`src/analog_diag_map.svh`:
```
// Offsets, field positions, reset values and timing figures of the analog diagnostic block
`ifndef ANALOG_DIAG_MAP_SVH
`define ANALOG_DIAG_MAP_SVH

// Read areas
`define AREA_INPUT 1'b0
`define AREA_DIAG 1'b1

// Input area byte offsets, one 2-byte slot per channel
`define OFS_VAL_CH0 5'h00
`define OFS_VAL_CH1 5'h02
`define OFS_VAL_CH3 5'h06
`define OFS_VAL_END 5'h07

// Diagnostic record byte offsets
`define OFS_BITS_PER_CH 5'h05
`define OFS_CH_COUNT 5'h06
`define OFS_GROUP_ERR 5'h07
`define OFS_CH_ERR0 5'h08
`define OFS_CH_ERR3 5'h0b
`define OFS_RSV_FIRST 5'h0c
`define OFS_RSV_LAST 5'h0f
`define OFS_STAMP_FIRST 5'h10
`define OFS_STAMP_LAST 5'h13

// Constant description bytes
`define RST_BITS_PER_CH 8'h08
`define RST_CH_COUNT 8'h04

// Per-channel error byte fields
`define EB_CFG 0
`define EB_INT_LOST 5
`define EB_UNDER 6
`define EB_OVER 7

// Timing figures
`define CLK_PERIOD_NS 100
`define US_NS 1000
`define BLINK_HALF_NS 250000000

`endif

```
`src/analog_diag_pkg.sv`:
```
// Types shared by the analog diagnostic block
package analog_diag_pkg;

	// Per-channel condition flags from the conversion front end
	typedef struct packed {
		logic over;
		logic under;
		logic int_lost;
		logic cfg_err;
	} chan_flags_t;

	// Indicator drive, one bit per lamp
	typedef struct packed {
		logic [3:0] chan;
		logic fault;
		logic run;
	} led_t;

	// Byte read request from the head controller side
	typedef struct packed {
		logic en;
		logic area;
		logic [4:0] addr;
	} rd_req_t;

endpackage : analog_diag_pkg

```
`src/analog_input_diag_status.sv`:
```
// Diagnostic record, indicators and input area of a four-channel current-input module
`timescale 1ns/1ps
`include "analog_diag_map.svh"

module analog_input_diag_status #(
	parameter int NUM_CH = 4,
	parameter int VAL_W = 16,
	parameter int BLINK_HALF_CYC = `BLINK_HALF_NS / `CLK_PERIOD_NS
) (
	// Clock and reset
	input wire logic clk,
	input wire logic reset_n,
	// Conversion front end
	input wire logic [NUM_CH-1:0] sample_valid,
	input wire logic [NUM_CH*VAL_W-1:0] sample_data,
	input wire analog_diag_pkg::chan_flags_t [NUM_CH-1:0] chan_flags,
	// Module status
	input wire logic bus_comm_ok,
	input wire logic bus_power_ok,
	input wire logic module_error,
	input wire logic config_error,
	input wire logic diag_int_en,
	// Parameterization
	input wire logic param_wr,
	input wire logic param_mains_60hz,
	output logic suppress_60hz_q,
	// Byte read port
	input wire analog_diag_pkg::rd_req_t rd_req,
	output logic [7:0] rd_data_q,
	output logic rd_valid_q,
	// Indicators
	output analog_diag_pkg::led_t led_q
);

	localparam int US_CYC = `US_NS / `CLK_PERIOD_NS;
	localparam int BW = $clog2(BLINK_HALF_CYC + 1);

	logic rst_meta_q;
	logic rst_n;
	logic [7:0] presc_q;
	logic [31:0] us_q;
	logic [31:0] stamp_q;
	logic [VAL_W-1:0] val_q [NUM_CH];
	logic [7:0] eb_q [NUM_CH];
	logic [NUM_CH*4-1:0] err_vec;
	logic [NUM_CH*4-1:0] err_prev_q;
	logic cfg_prev_q;
	logic new_evt;
	logic diag_active;
	logic [BW-1:0] blink_cnt_q;
	logic blink_q;

	// Release reset through two flops so the release is clean on clk
	always_ff @(posedge clk or negedge reset_n) begin
		if (!reset_n) begin
			rst_meta_q <= 1'b0;
			rst_n <= 1'b0;
		end else begin
			rst_meta_q <= 1'b1;
			rst_n <= rst_meta_q;
		end
	end

	// Error byte of one channel; unused field bits stay zero
	function automatic logic [7:0] err_byte(input analog_diag_pkg::chan_flags_t f,
			input logic lost);
		logic [7:0] b;
		b = 8'h00;
		b[`EB_CFG] = f.cfg_err;
		b[`EB_INT_LOST] = lost;
		b[`EB_UNDER] = f.under;
		b[`EB_OVER] = f.over;
		return b;
	endfunction : err_byte

	// Microsecond prescaler and ticker; wraps naturally at 32 bits
	always_ff @(posedge clk or negedge rst_n) begin
		if (!rst_n) begin
			presc_q <= 8'h00;
			us_q <= 32'h0000_0000;
		end else if (presc_q == 8'(US_CYC - 1)) begin
			presc_q <= 8'h00;
			us_q <= us_q + 32'h0000_0001;
		end else begin
			presc_q <= presc_q + 8'h01;
		end
	end

	// Analog values, held until the next conversion of that channel
	always_ff @(posedge clk or negedge rst_n) begin
		if (!rst_n) begin
			for (int i = 0; i < NUM_CH; i++) begin
				val_q[i] <= '0;
			end
		end else begin
			for (int i = 0; i < NUM_CH; i++) begin
				if (sample_valid[i]) begin
					val_q[i] <= sample_data[i*VAL_W +: VAL_W];
				end
			end
		end
	end

	// Error bytes; the lost-interrupt bit is sticky until its byte is read
	// A loss reported in the same cycle as the read survives it
	always_ff @(posedge clk or negedge rst_n) begin
		if (!rst_n) begin
			for (int i = 0; i < NUM_CH; i++) begin
				eb_q[i] <= 8'h00;
			end
		end else begin
			for (int i = 0; i < NUM_CH; i++) begin
				eb_q[i] <= err_byte(chan_flags[i], chan_flags[i].int_lost |
					(eb_q[i][`EB_INT_LOST] & ~(rd_req.en && rd_req.area == `AREA_DIAG &&
					rd_req.addr == `OFS_CH_ERR0 + 5'(i))));
			end
		end
	end

	// Flatten the live error fields to spot newly arrived conditions
	always_comb begin
		for (int i = 0; i < NUM_CH; i++) begin
			err_vec[i*4 +: 4] = {eb_q[i][7:5], eb_q[i][0]};
		end
	end

	assign new_evt = (|(err_vec & ~err_prev_q)) | (config_error & ~cfg_prev_q);
	assign diag_active = (|err_vec) | config_error;

	// Timestamp of the most recent incoming diagnostic event
	always_ff @(posedge clk or negedge rst_n) begin
		if (!rst_n) begin
			err_prev_q <= '0;
			cfg_prev_q <= 1'b0;
			stamp_q <= 32'h0000_0000;
		end else begin
			err_prev_q <= err_vec;
			cfg_prev_q <= config_error;
			if (new_evt) begin
				stamp_q <= us_q;
			end
		end
	end

	// Half-period counter for the blink; restarts lit on each new configuration error
	always_ff @(posedge clk or negedge rst_n) begin
		if (!rst_n) begin
			blink_cnt_q <= '0;
			blink_q <= 1'b1;
		end else if (!config_error) begin
			blink_cnt_q <= '0;
			blink_q <= 1'b1;
		end else if (blink_cnt_q == BW'(BLINK_HALF_CYC - 1)) begin
			blink_cnt_q <= '0;
			blink_q <= ~blink_q;
		end else begin
			blink_cnt_q <= blink_cnt_q + BW'(1);
		end
	end

	// Indicators; a dead bus supply darkens everything
	always_ff @(posedge clk or negedge rst_n) begin
		if (!rst_n) begin
			led_q <= '0;
		end else begin
			for (int i = 0; i < NUM_CH; i++) begin
				led_q.chan[i] <= bus_power_ok & (eb_q[i][`EB_CFG] | eb_q[i][`EB_UNDER] |
					eb_q[i][`EB_OVER]);
			end
			if (!bus_power_ok) begin
				led_q.run <= 1'b0;
				led_q.fault <= 1'b0;
			end else if (config_error) begin
				led_q.run <= bus_comm_ok;
				led_q.fault <= blink_q;
			end else if (!bus_comm_ok) begin
				led_q.run <= 1'b0;
				led_q.fault <= 1'b1;
			end else begin
				led_q.run <= 1'b1;
				led_q.fault <= module_error | (diag_int_en & diag_active);
			end
		end
	end

	// Interference suppression choice handed to the conversion front end
	always_ff @(posedge clk or negedge rst_n) begin
		if (!rst_n) begin
			suppress_60hz_q <= 1'b0;
		end else if (param_wr) begin
			suppress_60hz_q <= param_mains_60hz;
		end
	end

	// Read decode; only input area and diagnostic record exist, no output area
	always_ff @(posedge clk or negedge rst_n) begin
		if (!rst_n) begin
			rd_data_q <= 8'h00;
			rd_valid_q <= 1'b0;
		end else begin
			rd_valid_q <= rd_req.en;
			rd_data_q <= 8'h00;
			if (!rd_req.en) begin
				rd_data_q <= 8'h00;
			end else if (rd_req.area == `AREA_INPUT) begin
				if (rd_req.addr <= `OFS_VAL_END) begin
					rd_data_q <= val_q[rd_req.addr[2:1]][{rd_req.addr[0], 3'b000} +: 8];
				end
			end else if (rd_req.addr == `OFS_BITS_PER_CH) begin
				rd_data_q <= `RST_BITS_PER_CH;
			end else if (rd_req.addr == `OFS_CH_COUNT) begin
				rd_data_q <= `RST_CH_COUNT;
			end else if (rd_req.addr == `OFS_GROUP_ERR) begin
				for (int i = 0; i < NUM_CH; i++) begin
					rd_data_q[i] <= |eb_q[i];
				end
			end else if (rd_req.addr >= `OFS_CH_ERR0 && rd_req.addr <= `OFS_CH_ERR3) begin
				rd_data_q <= eb_q[rd_req.addr[1:0]];
			end else if (rd_req.addr >= `OFS_RSV_FIRST && rd_req.addr <= `OFS_RSV_LAST) begin
				rd_data_q <= 8'h00;
			end else if (rd_req.addr >= `OFS_STAMP_FIRST && rd_req.addr <= `OFS_STAMP_LAST) begin
				rd_data_q <= stamp_q[{rd_req.addr[1:0], 3'b000} +: 8];
			end
		end
	end

	function automatic logic diag_rd(input analog_diag_pkg::rd_req_t r, input logic [4:0] a);
		return r.en && r.area == `AREA_DIAG && r.addr == a;
	endfunction : diag_rd
endmodule : analog_input_diag_status

```
`config.mk`:
```
export PLATFORM = sky130hd
export DESIGN_NAME = analog_input_diag_status
export DESIGN_NICKNAME = d
export VERILOG_FILES = /design/src/analog_diag_pkg.sv /design/src/analog_input_diag_status.sv
export VERILOG_INCLUDE_DIRS = /design/src
export SDC_FILE = /design/constraint.sdc
export NUM_CORES = 1
export LEC_CHECK = 0
export BUFFER_PORTS_ARGS = -buffer_cell sky130_fd_sc_hd__buf_4
export CAP_MARGIN = 20
export CORE_MARGIN = 2
export CORE_UTILIZATION = 40
export DETAILED_ROUTE_END_ITERATION = 12
export PLACE_DENSITY_LB_ADDON = 0.12
export SYNTH_ARGS = -nofsm -noshare
export SYNTH_HDL_FRONTEND = slang
export SYNTH_SLANG_ARGS = --single-unit
```
`constraint.sdc`:
```
create_clock -name clk -period 7.98 [get_ports clk]
set_input_delay 0.798 -clock clk [delete_from_list [all_inputs] [get_ports clk]]
set_output_delay 0.798 -clock clk [all_outputs]
set_load 0.005 [all_outputs]
```
==> results of run 1 <==
-- final cells by class --
cell class,instances,area [µm²],share of cell area
repair buffers,117,891,0.0819
inverters,24,90.1,0.00828
flip-flops and latches,210,5260,0.484
multi-input cells,413,3540,0.325
well taps,280,350,0.0322
clock buffers,34,699,0.0643
clock inverters,9,47.5,0.00437
-- stage by stage --
| stage | hold slack (ps) | instance area, µm² |
|---|---|---|
| 2_1_floorplan | 331 | 9020 |
| 3_3_place_gp | 296 | 10100 |
| 3_5_place_dp | 300 | 10100 |
| 4_1_cts | 45.9 | 10900 |
| 5_1_grt | 37.9 | 10900 |
| 6_report | 61.6 | 10900 |
-- worst max-delay path, cell delays in order, from the launching register on --
cell and delay, ps:
dfrtp_1 410, nor4_1 270, and4b_1 650, nand4_1 450
nor3_1 340, xor2_1 180
-- worst max path at each step --
stage | start | to | slack (ps) | cells after the start
6_report | presc_q[4] | us_q[24] | 5590 | 5
5_1_grt | presc_q[4] | us_q[24] | 5310 | 5
4_1_cts | presc_q[4] | us_q[28] | 5580 | 5
3_5_place_dp | rd_req[1] | rd_data_q[4] | 5480 | 5
3_3_place_gp | rd_req[1] | rd_data_q[3] | 5510 | 5
2_1_floorplan | rst_n | blink_cnt_q[0] | 1700 | 0
-- sequential cells by signal (all words and copies together) (netlist names), 6 cells and up --
register and cells:
val_q 64, stamp_q 32, us_q 32, blink_cnt_q 22, eb_q 16, err_prev_q 16, presc_q 8, rd_data_q 8
led_q 6
-- cell usage in the layout, fill, tap and decap left out, types with 3 or more instances in the layout --
cell       netlist  layout
dfrtp_1        209     208
buf_4            0     116
mux2_2          95      95
nor2_1          51      51
xnor2_1         30      30
xor2_1          28      28
nand2_1         27      27
mux4_2          26      26
clkbuf_16        0      25
inv_1           24      24
nand3_1         24      24
nand4_1         16      16
nor3_1          12      12
a21oi_1         10      10
clkinv_2         0       8
and3_1           7       7
and2_1           6       6
nor4_1           6       6
o22ai_1          6       6
a22oi_1          5       5
mux2_1           5       5
clkbuf_1        19       5
nand2b_1         4       4
mux2i_1          4       4
a221oi_1         4       4
a21o_1           4       4
o31a_1           4       4
ha_1             4       4
clkbuf_8         0       4
or3_1            3       3
nor2b_1          3       3
o2111ai_1        3       3
-- per-layer routing --
| metal | wire, µm | vias up | track usage |
|---|---|---|---|
| met3 | 810 | 39 | 0.0299 |
| li1 | - | 2633 | - |
| met2 | 9810 | 109 | 0.287 |
| met4 | 529 | 0 | 0.0494 |
| met1 | 9460 | 2828 | 0.246 |
| met5 | 0 | - | 0 |
-- report_power, final --
group	total, mW	switching, mW	leakage, nW	internal, mW
Combinational	0.177	0.0774	1.84	0.0998
Clock	1.03	0.418	0.374	0.608
Sequential	1.14	0.0307	2.64	1.11
Total	2.35	0.526	4.86	1.82
-- cell families (layout without fill, tap and decap cells) --
family | Yosys count | after routing | synth area share
mux | 130 | 130 | 0.194
buf+inv | 52 | 184 | 0.0250
fa+ha+maj | 4 | 4 | 0.00555
compound gates | 41 | 41 | 0.0318
simple gates | 179 | 179 | 0.104
other cells | 1 | 1 | 0.000416
flops | 210 | 210 | 0.583
xor+xnor | 58 | 58 | 0.0563
==> metrics.txt, run 1 <==
ratio of cells with drive above 1 in the final layout=0.352; utilization after layout=0.495; GRT Residual Overflow=0; HPWL after DPL=roughly 14000 µm; Crit path required time=~8400 ps; CTS Buf Count=24; slew at the pin closest to its max-slew limit=987 ps; initial antenna violation count=0; PwrDens=between 200 and 250 mW/mm²; YS warnings=0; Synth top cells by count=dfrtp_1 (209), mux2_2 (95), nor2_1 (51), xnor2_1 (30), xor2_1 (28); vias=about 5600; # hold bufs at CTS=0; CTS tree=yes; Pre-antenna DRT Iters=4; R2R Path End=us_q[24]; Yosys top cell by area=dfrtp_1; Iteration-0 DRC Markers=roughly 230; RSZ-0062 raised after global routing=false; Peak VDD IR=roughly 0.00012 V; Post-CTS Setup Repair Bufs=0; Worst-Skew Late Latency=520 ps; number of enable flip-flop cells after synthesis=0; Rel. slew slack=0.342; main flop type after synthesis=dfrtp_1; GRT Util Overall=0.176; # fillers=1934; critical path startpoint category=flip-flop; Clock Skew=between 10 and 15 ps; pin count of the biggest net entering global routing=about 180; static leakage=between 4 and 5 nW; Synth Cell Area=0.00902 mm²; reg2reg setup slack=5590 ps; global-route wire length before repair=about 33000 µm; Yosys cell types=50; Setup CP Type=reg -> reg; Placement Setup Slack=between 5000 and 6000 ps; Inst Count DP=between 1000 and 1500; row count=between 50 and 60; Root Buffer=clkbuf_16; H-tree Lvls=1; Tot Pwr=~2.3 mW; vias in the first global route=5998; syn_nets=~780; fin crit share=0.299; drt drc=0; DRT antenna net count=0; Final setup viols=0; min Tclk post-route=2390 ps; #FFs+latches synth=210; die area=0.0238 mm²; vias per std cell=slightly above 5; Post-Synthesis Cells=about 680; clk buf depth=3; I/O Pins=about 120; ant diodes=0; clk slew on worst S/H paths=about 60 ps; cell with the most instances after synthesis=dfrtp_1; post-cts resize count=0; Area Growth Syn to Fin=20.6%; Area contributors post-synth=dfrtp_1 (58%), mux2_2 (12%), mux4_2 (6.5%); outcome=complete, no violations; Final Non-Filler Cells=roughly 1100; buffers added on ports=115; Mean Syn Cell Area=between 10 and 15 µm²; Fin Setup TNS=0 ps; GPL Wtd Cong=around 0.77; Starting Density=0.411; DR WL/cell=between 15 and 20 µm; register area share after synthesis=0.583; Final Max Tran Viols=0; worst hold path class=in -> async; post-route setup slack=roughly 5600 ps; ys async rst share=1.00; CTS sink cnt=210; crit end category=flip-flop; max-cap violations=0; FMAX=approximately 420 MHz; DIE WIDTH=~150 µm; CP max FO=18; Die Y=around 150 µm; Placeable Area=roughly 0.022 mm²; worst r2r src=presc_q[4]; final hold viol count=0; final WL=around 21000 µm; R2R depth=5; critical path arrival=about 2800 ps; Yosys top cell area share=0.580; number of nets in the layout=roughly 890
Power figures use the tool's default switching activity.
==> run 2, diff against run 1 <==
- clock period: 7.98 -> 1.9 ns (I/O delays scaled with it)
==> run 2 against run 1 <==
The flow now finishes with violations (setup timing). Utilization rose by 7.8 points. Worst hold slack lost 34 ps. First-iteration DRC count down 10%. Power increased to 4.3 times the previous value. Critical endpoint is now stamp_q[11]. Global-route usage grew 1.8 points. Combinational power increased to 5.8 times the previous value. Wire length increased by 9.5%. Via count rose by 12%. Highest routed layer unchanged. Count of clock-buffer cells in the layout fell by 1. Final cell count increased by 14%. Worst setup slack worse by 5600 ps.
==> metrics.txt, run 2 (synthesis gave the netlist of run 1 again) <==
min Tclk post-route=1940 ps (-442 ps); GRT Util Overall=0.195 (+0.0184); R2R depth=7 (+2); post-route setup slack=-43.2 ps (-5640 ps); vias=6298 (+12%); largest register by flop count=val_q; critical path arrival=2320 ps (-490 ps); clk slew on worst S/H paths=60 ps (about the same); pin count of the biggest net entering global routing=43 (-75%); outcome=finished, violations left; number of nets in the layout=1043 (+17%); DIE WIDTH=154 µm (unchanged); HPWL after DPL=15200 µm (+5.7%); ratio of cells with drive above 1 in the final layout=0.377 (+0.0250); static leakage=5.63 nW (+16%); FMAX=515 MHz (+23%); final WL=22600 µm (+9.5%); CP Launch Point=eb_q[29]; worst hold path cell count=4; PwrDens=808 mW/mm² (+270%); CTS sink cnt=210 (unchanged); critical path cell sequence=inv_1 -> o22ai_1 -> or3_4 -> nor4_4 -> buf_6 -> clkbuf_16 -> mux2_4; I/O Pins=116 (unchanged); Pre-antenna DRT Iters=4 (unchanged); max-cap violations=0 (unchanged); Rel. slew slack=0.643 (+0.300); ant diodes=0 (unchanged); CTS tree=yes; crit end category=flip-flop; Clock Skew=11.2 ps (-2.35 ps); vias per std cell=5.10 (-1.2%); CP peak stage delay=410 ps (-240 ps); global-route wire length before repair=36700 µm (+11%); die area=0.0238 mm² (unchanged); most frequent cells in the layout=dfrtp_1 (207), buf_4 (164), dlygate4sd3_1 (92); clk buf depth=3 (unchanged); vias in the first global route=6800 (+13%); WP buf/inv=3 (+3); GRT Residual Overflow=0 (unchanged); Setup CP Type=reg -> reg; Iteration-0 DRC Markers=208 (-10%); Largest regs=val_q (64), stamp_q (32), us_q (32); Inst Count DP=1091 (+4.5%); final hold viol count=0 (unchanged); DR WL/cell=18.3 µm (-3.6%); H-tree Lvls=1 (unchanged); fin crit share=1.02 (+0.724); buffers added on ports=115 (unchanged); CP top delay family=simple AND/OR/NAND/NOR gates; Slowest cell on crit path=or3_4; GPL Wtd Cong=0.827 (+6.9%); worst hold path class=in -> reg; RSZ-0062 raised after global routing=true; failing checks=setup timing; commonest non-fill, non-tap cell in the layout=dfrtp_1; slew at the pin closest to its max-slew limit=532 ps (-455 ps); Fin Setup TNS=-530 ps (-530 ps); CP max FO=8 (-10); Worst-Skew Late Latency=500 ps (-20 ps); DRT antenna net count=0 (unchanged); Crit path required time=2270 ps (-6140 ps); initial antenna violation count=0 (unchanged); drt drc=0 (unchanged); Final Non-Filler Cells=1235 (+14%); Final setup viols=31 (+31); Area Growth Syn to Fin=39.6%; worst r2r src=eb_q[29]; Starting Density=0.411 (unchanged); Placement Setup Slack=-96.8 ps (-5580 ps); Root Buffer=clkbuf_16; # fillers=1764 (-8.8%); hold path startpoint=rd_req[3]; Largest register FFs=64 (unchanged); Peak VDD IR=0.000496 V (+330%); critical path startpoint category=flip-flop; CTS Buf Count=23 (-4.2%); Die Y=154 µm (unchanged); Final Max Tran Viols=0 (unchanged); row count=54 (unchanged); critical path depth=7 (+2); final hold slack=27.5 ps (-34.0 ps); Placeable Area=0.0220 mm² (unchanged)
==> run 2: cell count changes in the layout (fill, tap and decap cells not counted), sizes merged <==
cell         delta
dlygate4sd3    +92
buf            +57
bufinv          +2
clkinv          -2
clkinvlp        -1
==> run 2: where the power goes <==
part / internal (mW) / switching [mW]
Sequential: 4.67 / 0.110
Combinational: 0.606 / 0.411
Clock: 2.65 / 1.72
Total: 7.92 / 2.25
==> run 2: routing by layer <==
| metal | global-route usage | share of wire | routed length (µm) |
|---|---|---|---|
| met5 | 0 | 0 | 0 |
| met4 | 0.0512 | 0.021 | 473 |
| met3 | 0.0347 | 0.047 | 1070 |
| met2 | 0.324 | 0.49 | 11000 |
| met1 | 0.265 | 0.44 | 10000 |
==> run 2: layout make-up <==
class                      count  area [µm²]  area share
multi-input combinational    413        3770       0.299
tap                          280         350      0.0278
clock buffer                  33         653      0.0519
timing repair buffer         267        2380       0.189
sequential                   210        5260       0.418
clock inverter                 8        90.1     0.00715
inverter                      24        90.1     0.00715
==> run 2: repair_timing <==
action	CTS	global route
hold buffers	92	0
hold endpoints to repair	99	0
pin swaps	4	9
resized for setup	11	15
setup buffers	3	5
cloned	2	1
setup endpoints to repair	33	65
==> run 2: path summary, 6_finish.rpt <==
kind | endpoint | slack (ps)
max in group asynchronous | blink_q | 980
worst max-delay path | stamp_q[11] | -40
min in group asynchronous | val_q[38] | 280
worst max register to register | stamp_q[11] | -40
worst min-delay path | rd_data_q[4] | 30
worst min register to register | val_q[38] | 280
==> run 2: per-stage QoR <==
step | utilization | power (mW) | cell area, µm²
floorplan | - | 5.28 | 9140
global placement | 0.486 | 5.67 | 10700
detailed placement | 0.486 | 5.70 | 10700
CTS | 0.567 | 10.3 | 12400
global route | 0.574 | 10.6 | 12600
finish | 0.574 | 10.2 | 12600
==> run 2: worst min-delay path, cell delays in order <==
cell	delay [ps]
buf_4	90
nor3b_2	80
nand2_1	70
a21oi_1	60
==> run 3, diff against run 2 <==
- PLACE_DENSITY_LB_ADDON: 0.12 -> 0.2
- SKIP_LAST_GASP: not set -> 1
==> run 3 against run 2 <==
The flow still finishes with violations (setup timing). Global-route usage shrank 0.71 points. Largest power group is now clock. Critical path type unchanged. Sequential share of layout area shrank 0.20 points. Worst hold slack gained 84 ps. Critical endpoint is now stamp_q[12]. Die area is the same. Clock power grew 12%.
==> metrics.txt, run 3 (synthesis gave the netlist of run 1 again) <==
pin count of the biggest net entering global routing=63 (+47%); PwrDens=845 mW/mm² (+4.6%); DR WL/cell=18.0 µm (-1.6%); vias in the first global route=6641 (-2.3%); reg2reg setup slack=-50 ps (about the same); min Tclk post-route=1950 ps (+4.00 ps); critical path startpoint category=flip-flop; # fillers=1732 (-1.8%); register area=0.00526 mm² (about the same); final hold viol count=0 (unchanged); Pre-antenna DRT Iters=6 (+2); ant diodes=0 (unchanged); vias=6284 (-0.22%); HPWL after DPL=15100 µm (-0.60%); fin crit share=1.02 (+0.00210); Final setup viols=32 (+3.2%); GRT Util Overall=0.188 (-0.00706); Setup CP Type=reg -> reg; CTS Buf Count=24 (+4.3%); final hold slack=111 ps (+83.7 ps); FMAX=514 MHz (-0.21%); initial antenna violation count=0 (unchanged); critical path arrival=2340 ps (+20 ps); Worst-Skew Late Latency=510 ps (about the same); Iteration-0 DRC Markers=290 (+39%); outcome=finished, violations left; I/O Pins=116 (unchanged); CP Launch Point=eb_q[29]; global-route wire length before repair=35400 µm (-3.7%); Peak VDD IR=0.000624 V (+26%); max-cap violations=0 (unchanged); CP Capture Point=stamp_q[12]; final WL=22200 µm (-1.8%); largest register by flop count=val_q; static leakage=5.64 nW (+0.28%); GPL Wtd Cong=0.800 (-3.2%); Sw Share=0.214 (-0.00634); Root Buffer=clkbuf_16; DIE WIDTH=154 µm (unchanged); Placement Setup Slack=-131 ps (-34.5 ps); CTS sink cnt=210 (unchanged); Starting Density=0.411 (unchanged); CTS tree=yes; Area Growth Syn to Fin=40.3%; multi-input logic area=0.00376 mm² (about the same); worst hold path class=in -> reg; most frequent cells in the layout=dfrtp_1 (208), buf_4 (160), dlygate4sd3_1 (93); DRT antenna net count=0 (unchanged); Largest register FFs=64 (unchanged); RSZ-0062 raised after global routing=true; crit end category=flip-flop; R2R depth=7 (unchanged); GRT Residual Overflow=0 (unchanged); power share of the clock group=0.460 (+0.030); CP max FO=8 (unchanged); Placeable Area=0.0220 mm² (unchanged); Crit path required time=2290 ps (+20 ps); vias per std cell=5.10 (about the same); Largest regs=val_q (64), stamp_q (32), us_q (32); commonest non-fill, non-tap cell in the layout=dfrtp_1; clk buf depth=3 (unchanged); buffers added on ports=115 (unchanged); sw power=2.29 mW (+2.1%); failing checks=setup timing; ratio of cells with drive above 1 in the final layout=0.374 (-0.00301); H-tree Lvls=1 (unchanged); Final Max Tran Viols=0 (unchanged); Fin Setup TNS=-898 ps (-368 ps); worst r2r src=eb_q[29]; drt drc=0 (unchanged); internal power=8.40 mW (+6.0%); Comb power frac=0.094 (-0.006); clk slew on worst S/H paths=60 ps (about the same); Clock Skew=15.2 ps (+4.01 ps); die area=0.0238 mm² (unchanged); number of nets in the layout=1040 (-0.29%); row count=54 (unchanged); R2R Path End=stamp_q[12]; Die Y=154 µm (unchanged); power share of the sequential group=0.447 (-0.023); post-route setup slack=-47.2 ps (-4.00 ps); utilization after layout=0.576 (+0.00256)
run 3: worst max-delay path, stage by stage (launching register included):
cell and delay, ps:
dfrtp_1 370, inv_1 50, o22ai_1 70, or3_4 400
nor4_4 230, buf_6 210, clkbuf_16 190, mux2_4 290
run 3: worst min-delay path by stage:
stage / end / depth (start not counted) / slack [ps] / from
floorplan: rst_meta_q / 0 / -110 / reset_n
CTS: rd_data_q[4] / 4 / 100 / rd_req[4]
detailed placement: rst_meta_q / 1 / -20 / reset_n
finish: rd_data_q[4] / 4 / 110 / rd_req[4]
global route: rd_data_q[4] / 4 / 110 / rd_req[4]
global placement: rst_meta_q / 1 / -20 / reset_n
run 3: cell type report:
type / count / share of cell area
clock buffers: 35 / 0.0564
clock inverters: 7 / 0.0109
inverters: 24 / 0.00712
multi-input cells: 413 / 0.298
flip-flops and latches: 210 / 0.416
well taps: 280 / 0.0277
repair buffers: 263 / 0.185
run 3: repair_timing:
| action | 4_1_cts | 5_1_grt |
|---|---|---|
| setup endpoints to repair | 35 | 63 |
| hold endpoints to repair | 99 | 0 |
| cloned | 2 | 1 |
| buffers inserted | 3 | 2 |
| resized for setup | 8 | 18 |
| pin swaps | 3 | 8 |
| hold buffers | 93 | 0 |
run 3: through the flow:
step | instances | power, mW | cell area (µm²)
after floorplan | 675 | 5.28 | 9140
after global placement | 1089 | 5.65 | 10600
after detailed placement | 1089 | 5.69 | 10600
after CTS | 1229 | 10.8 | 12500
after global routing | 1232 | 11.1 | 12700
final | 1232 | 10.7 | 12700
run 3: layer usage:
layer / GRT usage / part of all wire / up-vias
li1: - / - / 2925
met1: 0.252 / 0.44 / 3213
met2: 0.317 / 0.50 / 114
met3: 0.0375 / 0.045 / 32
met4: 0.0414 / 0.017 / 0
met5: 0 / 0 / -
run 3: power groups by stage:
stage	clock [mW]	combinational [mW]	sequential, mW
after floorplan	0	0.396	4.88
after global placement	0	0.813	4.84
after detailed placement	0	0.832	4.85
after CTS	5.02	1.01	4.77
after global routing	5.20	1.09	4.79
final	4.91	1.00	4.78
